[src/core/fns_pkg.sv]
// Package for the fractional-N source and configuration select block.
// Assumes a single 25 MHz bus clock that also serves as the timing reference.
package fns_pkg;

  // ==========================================================================
  // Clock and timing
  localparam int unsigned CLK_HZ        = 25_000_000;
  localparam int unsigned REF_LOSS_US   = 40_000;
  localparam int unsigned REF_LOSS_CYC  = REF_LOSS_US * (CLK_HZ / 1_000_000);

  // ==========================================================================
  // Register byte offsets
  localparam logic [7:0] OFS_RATIO0     = 8'h00;
  localparam logic [7:0] OFS_RATIO3     = 8'h0c;
  localparam logic [7:0] OFS_MODAL      = 8'h10;
  localparam logic [7:0] OFS_GLOBAL     = 8'h14;
  localparam logic [7:0] OFS_STATUS     = 8'h18;
  localparam logic [7:0] OFS_FRACN      = 8'h1c;

  // ==========================================================================
  // Reset values
  localparam logic [31:0] RST_RATIO     = 32'h0010_0000;
  localparam logic [3:0]  RST_MODAL     = 4'h0;
  localparam logic [1:0]  RST_DIV_CODE  = 2'h2;
  localparam logic [2:0]  RST_BW_CODE   = 3'h0;
  localparam logic        RST_AUTO_SRC  = 1'b0;

  // ==========================================================================
  // Reference divider codes
  localparam logic [1:0] DIV_BY1        = 2'h2;
  localparam logic [1:0] DIV_BY2        = 2'h1;
  localparam logic [1:0] DIV_BY4        = 2'h0;

  // ==========================================================================
  // Digital loop
  localparam int unsigned FRAC_BITS     = 20;
  localparam logic [3:0]  ACQ_SHIFT     = 4'h1;
  localparam logic [3:0]  BW_SHIFT_MAX  = 4'ha;
  localparam logic [2:0]  LOCK_RUN      = 3'h7;
  localparam logic [33:0] LOCK_TOL      = 34'h0_0010_0000;
  localparam logic [33:0] UNLOCK_TOL    = 34'h0_0040_0000;

  typedef struct packed {
    logic       auto_src;
    logic [2:0] bw_code;
    logic [1:0] div_code;
  } fns_glob_cfg_s;

  typedef enum logic {DPLL_ACQUIRE, DPLL_LOCKED} fns_dpll_e;

endpackage

[src/core/fns_fracn_select.sv]
// Fractional-N source select, modal set select and digital loop, AHB-Lite slave.
// Assumes hclk is the timing reference and that mode pins, the frequency
// reference and the synthesizer feedback arrive asynchronously.
//
// Decided for this implementation: the register offsets and register access over AHB-Lite.
`timescale 1ns/100ps

// How it works
// RULE_01: Synthesizer value is either the stored static ratio or the loop's dynamic ratio.
// RULE_02: Hybrid chosen by frequency reference presence in auto mode, else by modal bit.
// RULE_03: Four stored sets; two-bit select pin value is the index of the applied set.
// RULE_04: Global settings live in one register the select pins never touch.
// RULE_05: Timing tick is the reference divided by 1, 2 or 4 per divider code.
// RULE_06: Software picks the divider code so the divided clock stays within 8-14 MHz.
// RULE_07: Code 10 divides by one, 01 by two, 00 by four.
// RULE_08: Frequency reference drives the loop only while in hybrid mode.
// RULE_09: Loop counts synthesizer edges per reference period to form the ratio error.
// RULE_10: Loop integrator holds the value referred to the divided timing clock.
// RULE_11: Three-bit bandwidth code sets the loop's minimum bandwidth floor.
// RULE_12: First-order loop passes jitter below its corner straight through.
// RULE_13: Wide bandwidth while acquiring, bandwidth floor once locked.
// RULE_14: Select pins are synchronised and applied only on a divided timing tick.
module fns_fracn_select #(
  parameter int unsigned REF_LOSS_CYCLES = fns_pkg::REF_LOSS_CYC
) (
  input  wire logic        hclk,
  input  wire logic        hresetn,
  input  wire logic        hsel,
  input  wire logic [31:0] haddr,
  input  wire logic [1:0]  htrans,
  input  wire logic        hwrite,
  input  wire logic [2:0]  hsize,
  input  wire logic [31:0] hwdata,
  input  wire logic        hready,
  output logic      [31:0] hrdata,
  output logic             hreadyout,
  output logic             hresp,
  input  wire logic [1:0]  mode_sel,
  input  wire logic        freq_ref_in,
  input  wire logic        synth_out_in,
  output logic      [31:0] fracn_value,
  output logic             divided_timing_tick,
  output logic             hybrid_mode,
  output logic             dpll_locked
);

  // ==========================================================================
  // Pin synchronisers: three stages, a change counts when stages two and three agree
  logic [2:0] sync_q [4];
  logic [3:0] pin_raw;
  logic [3:0] pin_stable;

  assign pin_raw = {synth_out_in, freq_ref_in, mode_sel};

  for (genvar g = 0; g < 4; g++) begin : g_sync
    always_ff @(posedge hclk or negedge hresetn) begin
      if (!hresetn) begin
        sync_q[g]     <= 3'h0;
        pin_stable[g] <= 1'b0;
      end else begin
        sync_q[g] <= {sync_q[g][1:0], pin_raw[g]};
        if (sync_q[g][1] == sync_q[g][2]) begin
          pin_stable[g] <= sync_q[g][2];
        end
      end
    end
  end

  logic [1:0] mode_stable;
  logic       ref_q;
  logic       synth_q;
  logic       ref_rise;
  logic       synth_rise;

  assign mode_stable = pin_stable[1:0];

  always_ff @(posedge hclk or negedge hresetn) begin
    if (!hresetn) begin
      ref_q   <= 1'b0;
      synth_q <= 1'b0;
    end else begin
      ref_q   <= pin_stable[2];
      synth_q <= pin_stable[3];
    end
  end

  assign ref_rise   = pin_stable[2] && !ref_q;
  assign synth_rise = pin_stable[3] && !synth_q;

  // ==========================================================================
  // AHB-Lite slave, zero wait states, reads registered in the address phase
  logic [31:0]           ratio [4];
  logic [3:0]            modal_src;
  fns_pkg::fns_glob_cfg_s glob_cfg;
  logic                  wr_pend;
  logic [7:0]            wr_addr;
  logic                  addr_ok;
  logic [31:0]           next_rdata;
  logic [5:0]            status;
  fns_pkg::fns_dpll_e    dpll_state;
  logic                  ref_present;
  logic [1:0]            active_set;

  assign hreadyout = 1'b1;
  assign hresp     = 1'b0;
  assign addr_ok   = hsel && htrans[1] && hready;
  assign status    = {glob_cfg.div_code != 2'h3, ref_present, dpll_state == fns_pkg::DPLL_LOCKED,
                      hybrid_mode, active_set};

  always_comb begin
    next_rdata = 32'h0;
    if (haddr[7:0] <= fns_pkg::OFS_RATIO3 && haddr[31:8] == 24'h0) begin
      next_rdata = ratio[haddr[3:2]];
    end else if (haddr[31:8] == 24'h0) begin
      unique case (haddr[7:0])
        fns_pkg::OFS_MODAL:  next_rdata = {28'h0, modal_src};
        fns_pkg::OFS_GLOBAL: next_rdata = {26'h0, glob_cfg};
        fns_pkg::OFS_STATUS: next_rdata = {26'h0, status};
        fns_pkg::OFS_FRACN:  next_rdata = fracn_value;
        default:             next_rdata = 32'h0;
      endcase
    end
  end

  always_ff @(posedge hclk or negedge hresetn) begin
    if (!hresetn) begin
      wr_pend <= 1'b0;
      wr_addr <= 8'h0;
      hrdata  <= 32'h0;
    end else begin
      wr_pend <= addr_ok && hwrite && haddr[31:8] == 24'h0;
      if (addr_ok) begin
        wr_addr <= haddr[7:0];
        if (!hwrite) begin
          hrdata <= next_rdata;
        end
      end
    end
  end

  // Stored sets and global settings; nothing but a bus write changes them
  always_ff @(posedge hclk or negedge hresetn) begin
    if (!hresetn) begin
      for (int i = 0; i < 4; i++) begin
        ratio[i] <= fns_pkg::RST_RATIO;
      end
      modal_src <= fns_pkg::RST_MODAL;
      glob_cfg  <= '{fns_pkg::RST_AUTO_SRC, fns_pkg::RST_BW_CODE, fns_pkg::RST_DIV_CODE};
    end else if (wr_pend) begin
      if (wr_addr <= fns_pkg::OFS_RATIO3) begin
        ratio[wr_addr[3:2]] <= hwdata; // RULE_03
      end else if (wr_addr == fns_pkg::OFS_MODAL) begin
        modal_src <= hwdata[3:0];
      end else if (wr_addr == fns_pkg::OFS_GLOBAL) begin
        glob_cfg <= hwdata[5:0]; // RULE_04 RULE_11
      end
    end
  end

  // ==========================================================================
  // Reference divider; code 11 is not a valid setting and divides by four
  logic [1:0] div_cnt;
  logic [1:0] div_mask;
  logic [1:0] div_shift;

  always_comb begin
    unique case (glob_cfg.div_code)
      fns_pkg::DIV_BY1: begin div_mask = 2'h0; div_shift = 2'h0; end // RULE_07
      fns_pkg::DIV_BY2: begin div_mask = 2'h1; div_shift = 2'h1; end // RULE_07
      default:          begin div_mask = 2'h3; div_shift = 2'h2; end // RULE_07
    endcase
  end

  always_ff @(posedge hclk or negedge hresetn) begin
    if (!hresetn) begin
      div_cnt <= 2'h0;
    end else begin
      div_cnt <= div_cnt + 2'h1;
    end
  end

  // Range of the divided clock is up to the code software writes
  assign divided_timing_tick = (div_cnt & div_mask) == 2'h0; // RULE_05 RULE_06

  // Set switches only on a tick so the ratio and source change together
  always_ff @(posedge hclk or negedge hresetn) begin
    if (!hresetn) begin
      active_set <= 2'h0;
    end else if (divided_timing_tick) begin
      active_set <= mode_stable; // RULE_14 RULE_03
    end
  end

  // ==========================================================================
  // Reference presence and source choice
  logic [31:0] loss_cnt;

  always_ff @(posedge hclk or negedge hresetn) begin
    if (!hresetn) begin
      loss_cnt    <= 32'h0;
      ref_present <= 1'b0;
    end else if (ref_rise) begin
      loss_cnt    <= 32'h0;
      ref_present <= 1'b1;
    end else if (loss_cnt >= REF_LOSS_CYCLES[31:0]) begin
      ref_present <= 1'b0;
    end else begin
      loss_cnt <= loss_cnt + 32'h1;
    end
  end

  always_ff @(posedge hclk or negedge hresetn) begin
    if (!hresetn) begin
      hybrid_mode <= 1'b0;
    end else begin
      hybrid_mode <= glob_cfg.auto_src ? ref_present : modal_src[active_set]; // RULE_02
    end
  end

  // ==========================================================================
  // Digital loop: one update per reference period
  logic [11:0]        synth_cnt;
  logic [31:0]        n_dyn;
  logic [31:0]        static_n;
  logic signed [33:0] err;
  logic [33:0]        err_abs;
  logic [3:0]         loop_shift;
  logic signed [33:0] next_sum;
  logic [2:0]         lock_run;
  logic               cnt_valid;

  assign static_n = ratio[active_set] << div_shift;
  assign err      = $signed({2'b00, ratio[active_set]})
                  - $signed({2'b00, synth_cnt, 20'h0}); // RULE_09
  assign err_abs  = err[33] ? 34'(-err) : 34'(err);
  assign loop_shift = (dpll_state == fns_pkg::DPLL_ACQUIRE) ? fns_pkg::ACQ_SHIFT
                    : fns_pkg::BW_SHIFT_MAX - {1'b0, glob_cfg.bw_code}; // RULE_13 RULE_11
  assign next_sum = $signed({2'b00, n_dyn}) + (err >>> loop_shift); // RULE_12

  always_ff @(posedge hclk or negedge hresetn) begin
    if (!hresetn) begin
      synth_cnt <= 12'h0;
      cnt_valid <= 1'b0;
    end else if (!hybrid_mode || ref_rise) begin
      synth_cnt <= 12'h0;
      cnt_valid <= hybrid_mode; // RULE_09
    end else if (synth_rise && synth_cnt != 12'hfff) begin
      synth_cnt <= synth_cnt + 12'h1;
    end
  end

  // Seeded from the static value; the partial period at hybrid entry is never measured
  always_ff @(posedge hclk or negedge hresetn) begin
    if (!hresetn) begin
      n_dyn <= fns_pkg::RST_RATIO;
    end else if (!hybrid_mode) begin
      n_dyn <= static_n; // RULE_08
    end else if (ref_rise && cnt_valid) begin
      n_dyn <= next_sum[33] ? 32'h0 : next_sum[31:0]; // RULE_10
    end
  end

  always_ff @(posedge hclk or negedge hresetn) begin
    if (!hresetn) begin
      dpll_state <= fns_pkg::DPLL_ACQUIRE;
      lock_run   <= 3'h0;
    end else if (!hybrid_mode) begin
      dpll_state <= fns_pkg::DPLL_ACQUIRE;
      lock_run   <= 3'h0;
    end else if (ref_rise && cnt_valid) begin
      unique case (dpll_state)
        fns_pkg::DPLL_ACQUIRE: begin
          if (err_abs >= fns_pkg::LOCK_TOL) begin
            lock_run <= 3'h0;
          end else if (lock_run == fns_pkg::LOCK_RUN) begin
            dpll_state <= fns_pkg::DPLL_LOCKED; // RULE_13
          end else begin
            lock_run <= lock_run + 3'h1;
          end
        end
        fns_pkg::DPLL_LOCKED: begin
          if (err_abs >= fns_pkg::UNLOCK_TOL) begin
            dpll_state <= fns_pkg::DPLL_ACQUIRE;
            lock_run   <= 3'h0;
          end
        end
      endcase
    end
  end

  assign dpll_locked = dpll_state == fns_pkg::DPLL_LOCKED;

  always_ff @(posedge hclk or negedge hresetn) begin
    if (!hresetn) begin
      fracn_value <= fns_pkg::RST_RATIO;
    end else begin
      fracn_value <= hybrid_mode ? n_dyn : static_n; // RULE_01
    end
  end
endmodule // fns_fracn_select

[config.mk]
export PLATFORM = sky130hd
export DESIGN_NAME = fns_fracn_select
export DESIGN_NICKNAME = d
export VERILOG_FILES = /design/src/core/fns_pkg.sv /design/src/core/fns_fracn_select.sv
export SDC_FILE = /design/constraint.sdc
export NUM_CORES = 1
export LEC_CHECK = 0
export ABC_AREA = 1
export CAP_MARGIN = 10
export CORE_MARGIN = 4
export CORE_UTILIZATION = 50
export CTS_BUF_LIST = sky130_fd_sc_hd__clkbuf_8
export DETAILED_ROUTE_END_ITERATION = 6
export DONT_BUFFER_PORTS = 1
export GPL_ROUTABILITY_DRIVEN = 0
export GPL_TIMING_DRIVEN = 1
export PLACE_DENSITY = 0.68
export SLEW_MARGIN = 25
export SYNTH_ARGS = -nofsm -noshare
export SYNTH_HDL_FRONTEND = slang
export SYNTH_SLANG_ARGS = --single-unit
export TNS_END_PERCENT = 1
[constraint.sdc]
create_clock -name hclk -period 4.9 [get_ports hclk]
set_input_delay 0.49 -clock hclk [delete_from_list [all_inputs] [get_ports hclk]]
set_output_delay 0.49 -clock hclk [all_outputs]
set_load 0.02 [all_outputs]
Yosys cells after proc, flatten, opt, wreduce, memory -nomap -nowiden
Cells that the tools add are included.
{"block": "op_classes", "mux": 41, "n_reduce_logical": 23, "bitwise": 8, "shifts": 2, "order_cmp": 10, "n_addsub": 8, "n_eq_ne": 19}
{"cell": "two-way mux 32 bit", "n": 13}
{"cell": "binary-select mux 32 bit (select 2 bit)", "n": 2}
{"cell": "bitwise mux 128 bit", "n": 1}
{"cell": "case mux 32 bit (4 select lines)", "n": 1}
{"cell": "demux 32 bit (select 2 bit)", "n": 1}
{"cell": "equality test 8 x 5 -> 1 bit (second input constant)", "n": 6}
{"cell": "adder 33 x 34 -> 34 bit", "n": 1}
{"cell": ">= comparator 34 x 21 -> 1 bit (second input constant)", "n": 1}
{"cell": ">= comparator 34 x 23 -> 1 bit (second input constant)", "n": 1}
{"cell": "two-way mux 34 bit", "n": 1}
{"cell": "negation 33 -> 34 bit", "n": 1}
{"cell": ">>> shifter 33 x 4 -> 34 bit", "n": 1}
{"cell": "subtractor 32 x 32 -> 33 bit", "n": 1}
{"cell": "adder 32 x 1 -> 32 bit (second input constant)", "n": 1}
{"cell": ">= comparator 32 x 20 -> 1 bit (second input constant)", "n": 1}
{"cell": "left shift 32 x 2 -> 32 bit", "n": 1}
{"cell": "zero test 24 bit", "n": 1}
{"cell": "two-way mux 12 bit", "n": 2}
{"cell": "<= comparator 8 x 4 -> 1 bit (second input constant)", "n": 2}
{"cell": "two-way mux 3 bit", "n": 5}
{"cell": "adder 12 x 1 -> 12 bit (second input constant)", "n": 1}
{"cell": "!= test 12 bit (second input constant)", "n": 1}
{"cell": "logical AND 1 bit", "n": 10}
{"cell": ">= comparator 3 bit (second input constant)", "n": 3}
{"cell": "other kinds (29)", "n": 52}
{"block": "totals", "regBits": 316, "out_inout_bits": 69, "input_bits": 78, "word_cells": 143}

Depth between registers and ports, before layout
Gate-level depths: netlist of the first run.
{"block": "logic_depth", "word_depth": 12, "mapped_depth": 40, "mapped_depth_nobuf": 37}

Worst setup path before layout of the first run
OpenSTA, ideal clock, no wires.
{"block": "synth_path", "path_type": "flip-flop to flip-flop", "from": "reg active_set[0]", "to": "reg n_dyn[27]", "t_arrival_ps": 5085, "path_slack_ps": -317, "path_stages_with_launch": 36, "required_time_ps": 4768, "period_less_slack_ps": 5217, "cell_sequence": "dfrtp_1 -> inv_2 -> buf_2 -> buf_1 -> clkbuf_1 -> o21ai_0 -> a21oi_1 -> ha_1 -> inv_1 -> fa_1 -> nand2_1 -> nand2_1 -> nand3_1 -> nand2_1 -> a21oi_1 -> clkbuf_1 -> nand2_1 -> o21ai_0 -> nand2_1 -> o21ai_0 -> o21ai_0 -> mux2i_1 -> ha_1 -> nand2_1 -> o21ai_0 -> inv_1 -> o21ai_0 -> a221oi_1 -> nand2_1 -> nand2_1 -> nand2_1 -> buf_2 -> nand2_1 -> nor2_1 -> o21ai_0 -> o21ai_0"}
{"block": "synth_via", "elab_chain_cells": 10, "elab_cells_between_ends": 11}
{"item": "from (decl)", "line_no": "fns_fracn_select.sv:102", "rtl": "logic [1:0] active_set;"}
{"item": "from (signal assigned)", "line_no": "fns_fracn_select.sv:190", "rtl": "active_set <= mode_stable;"}
{"item": "inverter 2 -> 3 bit (not written as such) *", "line_no": "fns_fracn_select.sv:232, fns_fracn_select.sv:233"}
{"item": "binary-select mux 32 bit (select 2 bit) *", "line_no": "fns_fracn_select.sv:232, fns_fracn_select.sv:233"}
{"item": "two-way mux 32 bit (not written as such) * (2 in a row)", "line_no": "fns_fracn_select.sv:232, fns_fracn_select.sv:233"}
{"item": "subtractor 32 x 32 -> 33 bit", "line_no": "fns_fracn_select.sv:234", "rtl": "- $signed({2'b00, synth_cnt, 20'h0});"}
{"item": ">>> shifter 33 x 4 -> 34 bit", "line_no": "fns_fracn_select.sv:238", "rtl": "assign next_sum = $signed({2'b00, n_dyn}) + (err >>> loop_shift);"}
{"item": "adder 33 x 34 -> 34 bit", "line_no": "fns_fracn_select.sv:238"}
{"item": "two-way mux 32 bit", "line_no": "fns_fracn_select.sv:259", "rtl": "n_dyn <= next_sum[33] ? 32'h0 : next_sum[31:0];"}
{"item": "two-way mux 32 bit", "line_no": "fns_fracn_select.sv:258", "rtl": "end else if (ref_rise && cnt_valid) begin"}
{"item": "two-way mux 32 bit *", "line_no": "fns_fracn_select.sv:256", "rtl": "end else if (!hybrid_mode) begin"}
{"item": "to (signal assigned)", "line_no": "fns_fracn_select.sv:255", "rtl": "n_dyn <= fns_pkg::RST_RATIO;"}
{"item": "to (signal assigned)", "line_no": "fns_fracn_select.sv:257", "rtl": "n_dyn <= static_n;"}
{"item": "to (signal assigned)", "line_no": "fns_fracn_select.sv:259"}
{"item": "to (decl)", "line_no": "fns_fracn_select.sv:223", "rtl": "logic [31:0] n_dyn;"}
Every way passes the cells marked *; elsewhere a longest branch is shown, timed or not. The select of a mux whose other input is x is not followed.
A chain may end at the register's enable or synchronous reset.

Final worst setup path of the first run
{"block": "layout_path", "from": "reg active_set[0]", "to": "reg n_dyn[17]"}
The elaborated chain is that of the path after synthesis.

==> metrics.txt, run 1 <==
CTS root buffer=clkbuf_8; IO Pins=147; Yosys top cell area share=0.3911; first-pass detailed-route iteration total=6; RSZ-0062 raised after global routing=true; total gr overflow=0; asr flop ratio synth=1.000; violated checks=negative hold slack, negative setup slack; delay-heaviest family, CP=compound AO/OA/AOI/OAI gates; minimum clock period=5.000 ns; Cell Pwr Density=530.9 nW/um^2; clock sink count=316; Setup Skew=0.02384 ns; final setup margin=-0.09976 ns; clk buf depth=3; fin. max-slew vios=0; Compound-Gate Fraction of Synth Area=0.1809; HP Class=in -> async; cell area after synthesis=19770 um^2; fmax=200.0 MHz; Layout Nets=3128; Max-Cap Viols=0; Clk pin slew, worst setup/hold paths=0.08 ns; CTS buffer count=52; IR drop worst, VDD=0.0003293 V; Worst setup SP type=flop; FP Rows=72; Mapped Cells=2812; CP Class=reg -> reg; Tcrit/Tclk final=1.020; final core utilization=0.6182; Ys Warns=0; first-pass GRT wire length=104100 um; syn nets=2948; GR Util All Layers=0.3054; Slew HR=0.3753; CTS tree=done; DR vias=20445; Unique masters post-synth=59; status=complete, but fails checks; Post-Layout Cell Count=3555; Starting DRT DRC Count=2266; critical path data arrival time=5.49 ns; post-synthesis mux area share=0.007215; final hold slack=-0.4412 ns; Max stage delay cell, worst path=dfrtp_2; largest net degree at the start of global routing=317; Synth Register Bits=316; drt total wl=around 67000 um; Core ar.=38830 um^2; largest fanout on the critical path=10; Clock Latency Late Sink=between 0.6 and 0.7 ns; initial core utilization=0.5092; Worst Path Required=about 5.4 ns; vias in the first global route=~19000; cell taking the most area after synthesis=dfrtp_1; Synth Area in Simple Gates=0.2716; Layout area overhead=21.41%; post-synthesis adder-cell area fraction=0.03949; DRC Markers=0; Syn Area/Cell=roughly 7 um^2; post-place setup slack=-0.3144 ns; CP endpoint kind=flop; xor and xnor area share after synthesis=0.01196; # hold bufs at CTS=32; number of synthesized flops with an enable pin=0; largest family of logic cells by synthesized area=simple AND/OR/NAND/NOR gates; antenna viol nets, final=0; die width=206.8 um; die area=42780 um^2; setup violators final=11; htree depth=2; Leak=between 10 and 15 nW; CP bufs+invs=8; WL per Instance=18.85 um; Post-synth top flop=dfrtp_1; die height=206.8 um; vias per inst=5.751; ranking of synthesized cells by area=dfrtp_1 39%, nand2_1 15%, o21ai_0 9.1%; port buffer count=0; Seq/Total Area, Yosys=0.4004; Final HPWL DP=46080 um; initial antenna violation count=4; Worst Max-Slew Pin Slew=0.9312 ns; CP max stage delay=0.45 ns; Hold Vio Cnt, Final=311; Inst Count DP=3370; share of cells above drive strength 1=0.1680
## layout by cell type, fill, tap and decap left out, types with 8 or more instances in the layout
master	n
nor2_2	19
nand4_1	27
nor2_1	189
inv_2	16
clkinv_2	8
a21oi_1	110
nand3_2	13
a31oi_1	17
nor4_1	10
nand2_2	44
o21ai_2	30
o21a_1	9
dfrtp_1	306
nor3_1	25
dlygate4sd3_1	32
o22ai_1	14
xnor2_1	8
buf_6	9
o21ai_0	294
nand2_1	749
inv_1	308
buf_4	204
ha_4	9
xor2_1	17
ha_1	46
nand3_1	193
a22oi_1	28
mux2i_1	9
o211ai_1	43
a21oi_2	21
o21ai_1	40
clkbuf_8	64
## synthesized netlist by cell type (4+ instances only)
cell,count
a21boi_0,4
a21oi_1,133
a221oi_1,5
a22oi_1,28
a31oi_1,19
buf_1,8
buf_2,12
buf_4,5
clkbuf_1,101
clkinv_1,7
dfrtp_1,309
dfstp_2,7
ha_1,56
inv_1,301
inv_2,10
maj3_1,4
mux2i_1,12
nand2_1,787
nand2_2,9
nand3_1,206
nand3b_1,6
nand4_1,27
nor2_1,204
nor2_2,6
nor3_1,29
nor4_1,11
o211ai_1,43
o21a_1,10
o21ai_0,358
o21ai_1,9
o22ai_1,15
xnor2_1,9
xor2_1,18
## kinds of logic after synthesis
| family | after synthesis |
|---|---|
| and+or+nand+nor | 1298 |
| AOI/OAI and AO/OA | 645 |
| buffers and inverters | 448 |
| DFF | 316 |
| adders and majority gates | 62 |
| xor gates and xnor gates | 27 |
| muxes | 14 |
| other | 2 |
## layout make-up
| type | instances | area, um^2 |
|---|---|---|
| fill | 3428 | 14820 |
| inverter | 319 | 1207 |
| clock inverter | 34 | 349.1 |
| timing repair buffer | 255 | 2161 |
| tap | 518 | 648.1 |
| sequential | 316 | 7920 |
| antenna | 1 | 2.502 |
| multi-input combinational | 2048 | 10830 |
| clock buffer | 64 | 880.8 |
## layer usage
| layer | GRT usage | routed length (um) | vias to the layer above |
|---|---|---|---|
| met4 | 0.1305 | 3109 | 2 |
| li1 | - | - | 9654 |
| met5 | 0 | 11 | - |
| met2 | 0.4881 | 30260 | 1007 |
| met1 | 0.4001 | 26970 | 9605 |
| met3 | 0.07249 | 6662 | 177 |
## flip-flops by register name, summed over array words and instances (netlist names)
register and flops:
ref_present 1, loss_cnt 32, pin_stable 2, ref_q 1
div_cnt 2, synth_q 1, lock_run 3, mode_stable 2
ratio 128, glob_cfg 6, active_set 2, dpll_locked 1
wr_addr 8, n_dyn 32, hrdata 32, fracn_value 32
cnt_valid 1, synth_cnt 12, wr_pend 1, sync_q 12
hybrid_mode 1, modal_src 4
## where the power goes
group	switching [mW]	internal, mW	leakage [nW]
Sequential	0.574	2.97	3.45
Clock	1.14	1.57	0.681
Combinational	3.56	2.93	7.83
Total	5.28	7.46	12.0
## timing repair
action	in CTS	in global routing
endpoints found under the setup margin	32	34
cloned	1	1
setup buffers	32	23
resized for setup	63	182
endpoints found under the hold margin	348	316
pin swaps	10	61
## stage by stage
step	hold WS, ns	power [mW]	instance area (um^2)	TNS (ns)
final	-0.4412	12.74	24000	-0.3653
after global routing	-0.4687	13.56	24000	-5.469
after CTS	-0.4599	11.96	23210	0
after detailed placement	0.2064	8.969	21250	-7.541
after global placement	0.2045	8.892	21250	-4.199
after floorplan	0.1944	6.732	19780	0
## path summary, 6_finish.rpt
| check | end | cells past startpoint | startpoint | slack (ns) |
|---|---|---|---|---|
| max | n_dyn[17]$_DFFE_PN0P_ | 30 | active_set[0]$_DFFE_PN0P_ | -0.1 |
| min | ratio[70]$_DFFE_PN0P_ | 0 | hresetn | -0.44 |
| max reg2reg | n_dyn[17]$_DFFE_PN0P_ | 30 | active_set[0]$_DFFE_PN0P_ | -0.1 |
| min reg2reg | sync_q[4]$_DFF_PN0_ | 0 | sync_q[3]$_DFF_PN0_ | 0.35 |
| max in group asynchronous | active_set[0]$_DFFE_PN0P_ | 0 | hresetn | 4.86 |
| min in group hclk | wr_addr[3]$_DFFE_PN0P_ | 2 | haddr[3] | 0.03 |
No activity file was read; power rests on OpenSTA's default activity.
==> run 2, diff against run 1 <==
--- a/config.mk
+++ b/config.mk
@@ -14,7 +14,7 @@
 export DONT_BUFFER_PORTS = 1
 export GPL_ROUTABILITY_DRIVEN = 0
 export GPL_TIMING_DRIVEN = 1
-export PLACE_DENSITY = 0.68
+export PLACE_DENSITY_LB_ADDON = 0.12
 export SLEW_MARGIN = 25
 export SYNTH_ARGS = -nofsm -noshare
 export SYNTH_HDL_FRONTEND = slang
==> run 2 against run 1 <==
The flow finishes with violations (design-rule violations, negative hold slack). Clock power shrank 6%. Via count is 2.5% lower. Global-route usage is 0.36 points lower. Non-clock buffer count is 15 lower. Count of clock-buffer cells in the layout increased by 1. Total power fell by 4.4%. Critical path depth rose by 2. Largest cell class unchanged. Highest routed layer is now met4.
==> metrics.txt, run 2 (synthesis results as in run 1) <==
first-pass detailed-route iteration total=7 (was 6); final non-filler cell area=23520 um^2 (was 24000 um^2); Cell Pwr Density=518.1 nW/um^2 (was 530.9 nW/um^2); FILL cells=3601 (was 3428); setup violators final=0 (was 11); fin. max-slew vios=0 (unchanged); CP max stage delay=0.48 ns (was 0.45 ns); FP Rows=72 (unchanged); initial core utilization=0.5092 (unchanged); CP Class=reg -> reg (unchanged); post-place setup slack=-0.2676 ns (was -0.3144 ns); Largest Register=ratio (unchanged); DP Area=21360 um^2 (was 21250 um^2); die height=206.8 um (unchanged); CTS buffer count=52 (unchanged); status=complete, but fails checks (unchanged); Internal Pwr Total=7.091 mW (was 7.462 mW); Hold Vio Cnt, Final=311 (unchanged); CTS tree=done (unchanged); largest fanout on the critical path=16 (was 10); die width=206.8 um (unchanged); CP endpoint kind=flop (unchanged); Reg2Reg Setup Slack=0.08 ns (was -0.1 ns); drt total wl=65810 um (was 67010 um); Starting DRT DRC Count=1976 (was 2266); commonest non-fill, non-tap cells in the layout=765 x nand2_1, 312 x inv_1, 306 x dfrtp_1 (was 749 x nand2_1, 308 x inv_1, 306 x dfrtp_1); IR drop worst, VDD=0.0002993 V (was 0.0003293 V); max reg flops=128 (unchanged); Multi-input gate area=10600 um^2 (was 10830 um^2); Final HPWL DP=46330 um (was 46080 um); Inst Count DP=3386 (was 3370); CP bufs+invs=9 (was 8); Logic pwr share=0.498 (was 0.509); Worst Path Required=5.46 ns (was 5.40 ns); first-pass GRT wire length=102100 um (was 104100 um); DR vias=19929 (was 20445); Post-Layout Cell Count=3539 (was 3555); Slew HR=0.1841 (was 0.3753); delay-heaviest family, CP=simple AND/OR/NAND/NOR gates (was compound AO/OA/AOI/OAI gates); Setup Skew=0.03078 ns (was 0.02384 ns); initial antenna violation count=1 (was 4); clk buf depth=3 (unchanged); antenna cells=0 (was 1); IO Pins=147 (unchanged); Worst setup SP type=flop (unchanged); fmax=207.5 MHz (was 200.0 MHz); most common cell after layout, fill and taps aside=nand2_1 (unchanged); Max stage delay cell, worst path=dfrtp_2 (unchanged); clock sink count=316 (unchanged); total gr overflow=0 (unchanged); HP Class=in -> async (unchanged); RSZ-0062 raised after global routing=true (unchanged); CTS root buffer=clkbuf_8 (unchanged); antenna viol nets, final=0 (unchanged); vias per inst=5.631 (was 5.751); Clock Latency Late Sink=0.64 ns (was 0.62 ns); Leak=11.79 nW (was 11.96 nW); DRC Markers=1 (was 0); Layout area overhead=18.95% (was 21.41%); minimum clock period=4.819 ns (was 5.000 ns); Psw=5.092 mW (was 5.282 mW); Clk pin slew, worst setup/hold paths=0.06 ns (was 0.08 ns); htree depth=2 (unchanged); port buffer count=0 (unchanged); die area=42780 um^2 (unchanged); critical path data arrival time=5.38 ns (was 5.49 ns); largest net degree at the start of global routing=317 (unchanged); Layout Nets=3113 (was 3128); violated checks=design-rule violations, negative hold slack (was negative hold slack, negative setup slack); Switching Fraction=0.4180 (was 0.4145); Clock power frac=0.209 (was 0.213); vias in the first global route=18986 (was 19332); Reg power frac=0.293 (was 0.278); GR Util All Layers=0.3018 (was 0.3054); # hold bufs at CTS=36 (was 32); Core ar.=38830 um^2 (unchanged); Worst Max-Slew Pin Slew=1.224 ns (was 0.9312 ns); Reg area=7920 um^2 (unchanged); final core utilization=0.6057 (was 0.6182); WL per Instance=18.59 um (was 18.85 um); final hold slack=-0.4468 ns (was -0.4412 ns); Tcrit/Tclk final=0.9834 (was 1.020); share of cells above drive strength 1=0.1453 (was 0.1680); final setup margin=0.08122 ns (was -0.09976 ns); Max-Cap Viols=0 (unchanged)
==> run 2: changes by cell type in the layout (fill, tap and decap cells not counted), sizes merged <==
cell	before	now
dlygate4sd3	32	36
inv	326	332
clkinv	18	15
clkbuf	65	67
buf	222	202
clkinvlp	2	1
diode	1	0
bufinv	7	4
==> run 2: cell type report <==
| type | instances | share of cell area |
|---|---|---|
| clock buffers | 65 | 0.03804 |
| multi-input cells | 2048 | 0.4505 |
| well taps | 518 | 0.02756 |
| clock inverters | 33 | 0.01091 |
| flip-flops and latches | 316 | 0.3368 |
| inverters | 319 | 0.05123 |
| repair buffers | 240 | 0.08496 |
==> run 2: path summary, 6_finish.rpt <==
path | end | start | cells past startpoint
worst max-delay path | n_dyn[20]$_DFFE_PN1P_ | active_set[0]$_DFFE_PN0P_ | 32
worst min-delay path | ratio[38]$_DFFE_PN0P_ | hresetn | 0
worst max register to register | n_dyn[20]$_DFFE_PN1P_ | active_set[0]$_DFFE_PN0P_ | 32
worst min register to register | sync_q[7]$_DFF_PN0_ | sync_q[6]$_DFF_PN0_ | 0
max in group asynchronous | n_dyn[18]$_DFFE_PN0P_ | hresetn | 0
min in group hclk | ratio[81]$_DFFE_PN0P_ | hwdata[17] | 2
==> run 2: stage by stage <==
| step | TNS (ns) | power [mW] |
|---|---|---|
| floorplan | 0 | 6.732 |
| global placement | -1.666 | 8.987 |
| detailed placement | -7.198 | 9.063 |
| CTS | -0.1054 | 11.78 |
| global route | -6.832 | 13.00 |
| finish | 0 | 12.18 |
==> run 2: per-layer routing <==
metal  share of wire  routed length (um)  vias to the layer above  global-route usage
li1                -                   -                     9628                   -
met1            0.42               27320                     9320              0.3931
met2            0.46               30200                      837              0.4932
met3           0.085                5625                      144             0.06390
met4           0.040                2656                        0              0.1239
met5               0                   0                        -                   0
==> run 2: timing repair <==
item,in CTS,in global routing
pin swaps,11,30
resized for setup,43,133
setup endpoints to repair,32,32
buffers inserted,5,11
gates cloned,0,3
hold endpoints to repair,357,316
==> run 2: power groups by stage <==
stage	sequential (mW)	clock (mW)	combinational, mW
floorplan	3.41	0	3.32
global placement	3.60	0	5.39
detailed placement	3.60	0	5.46
CTS	3.56	2.59	5.63
global route	3.61	2.72	6.67
finish	3.57	2.55	6.07
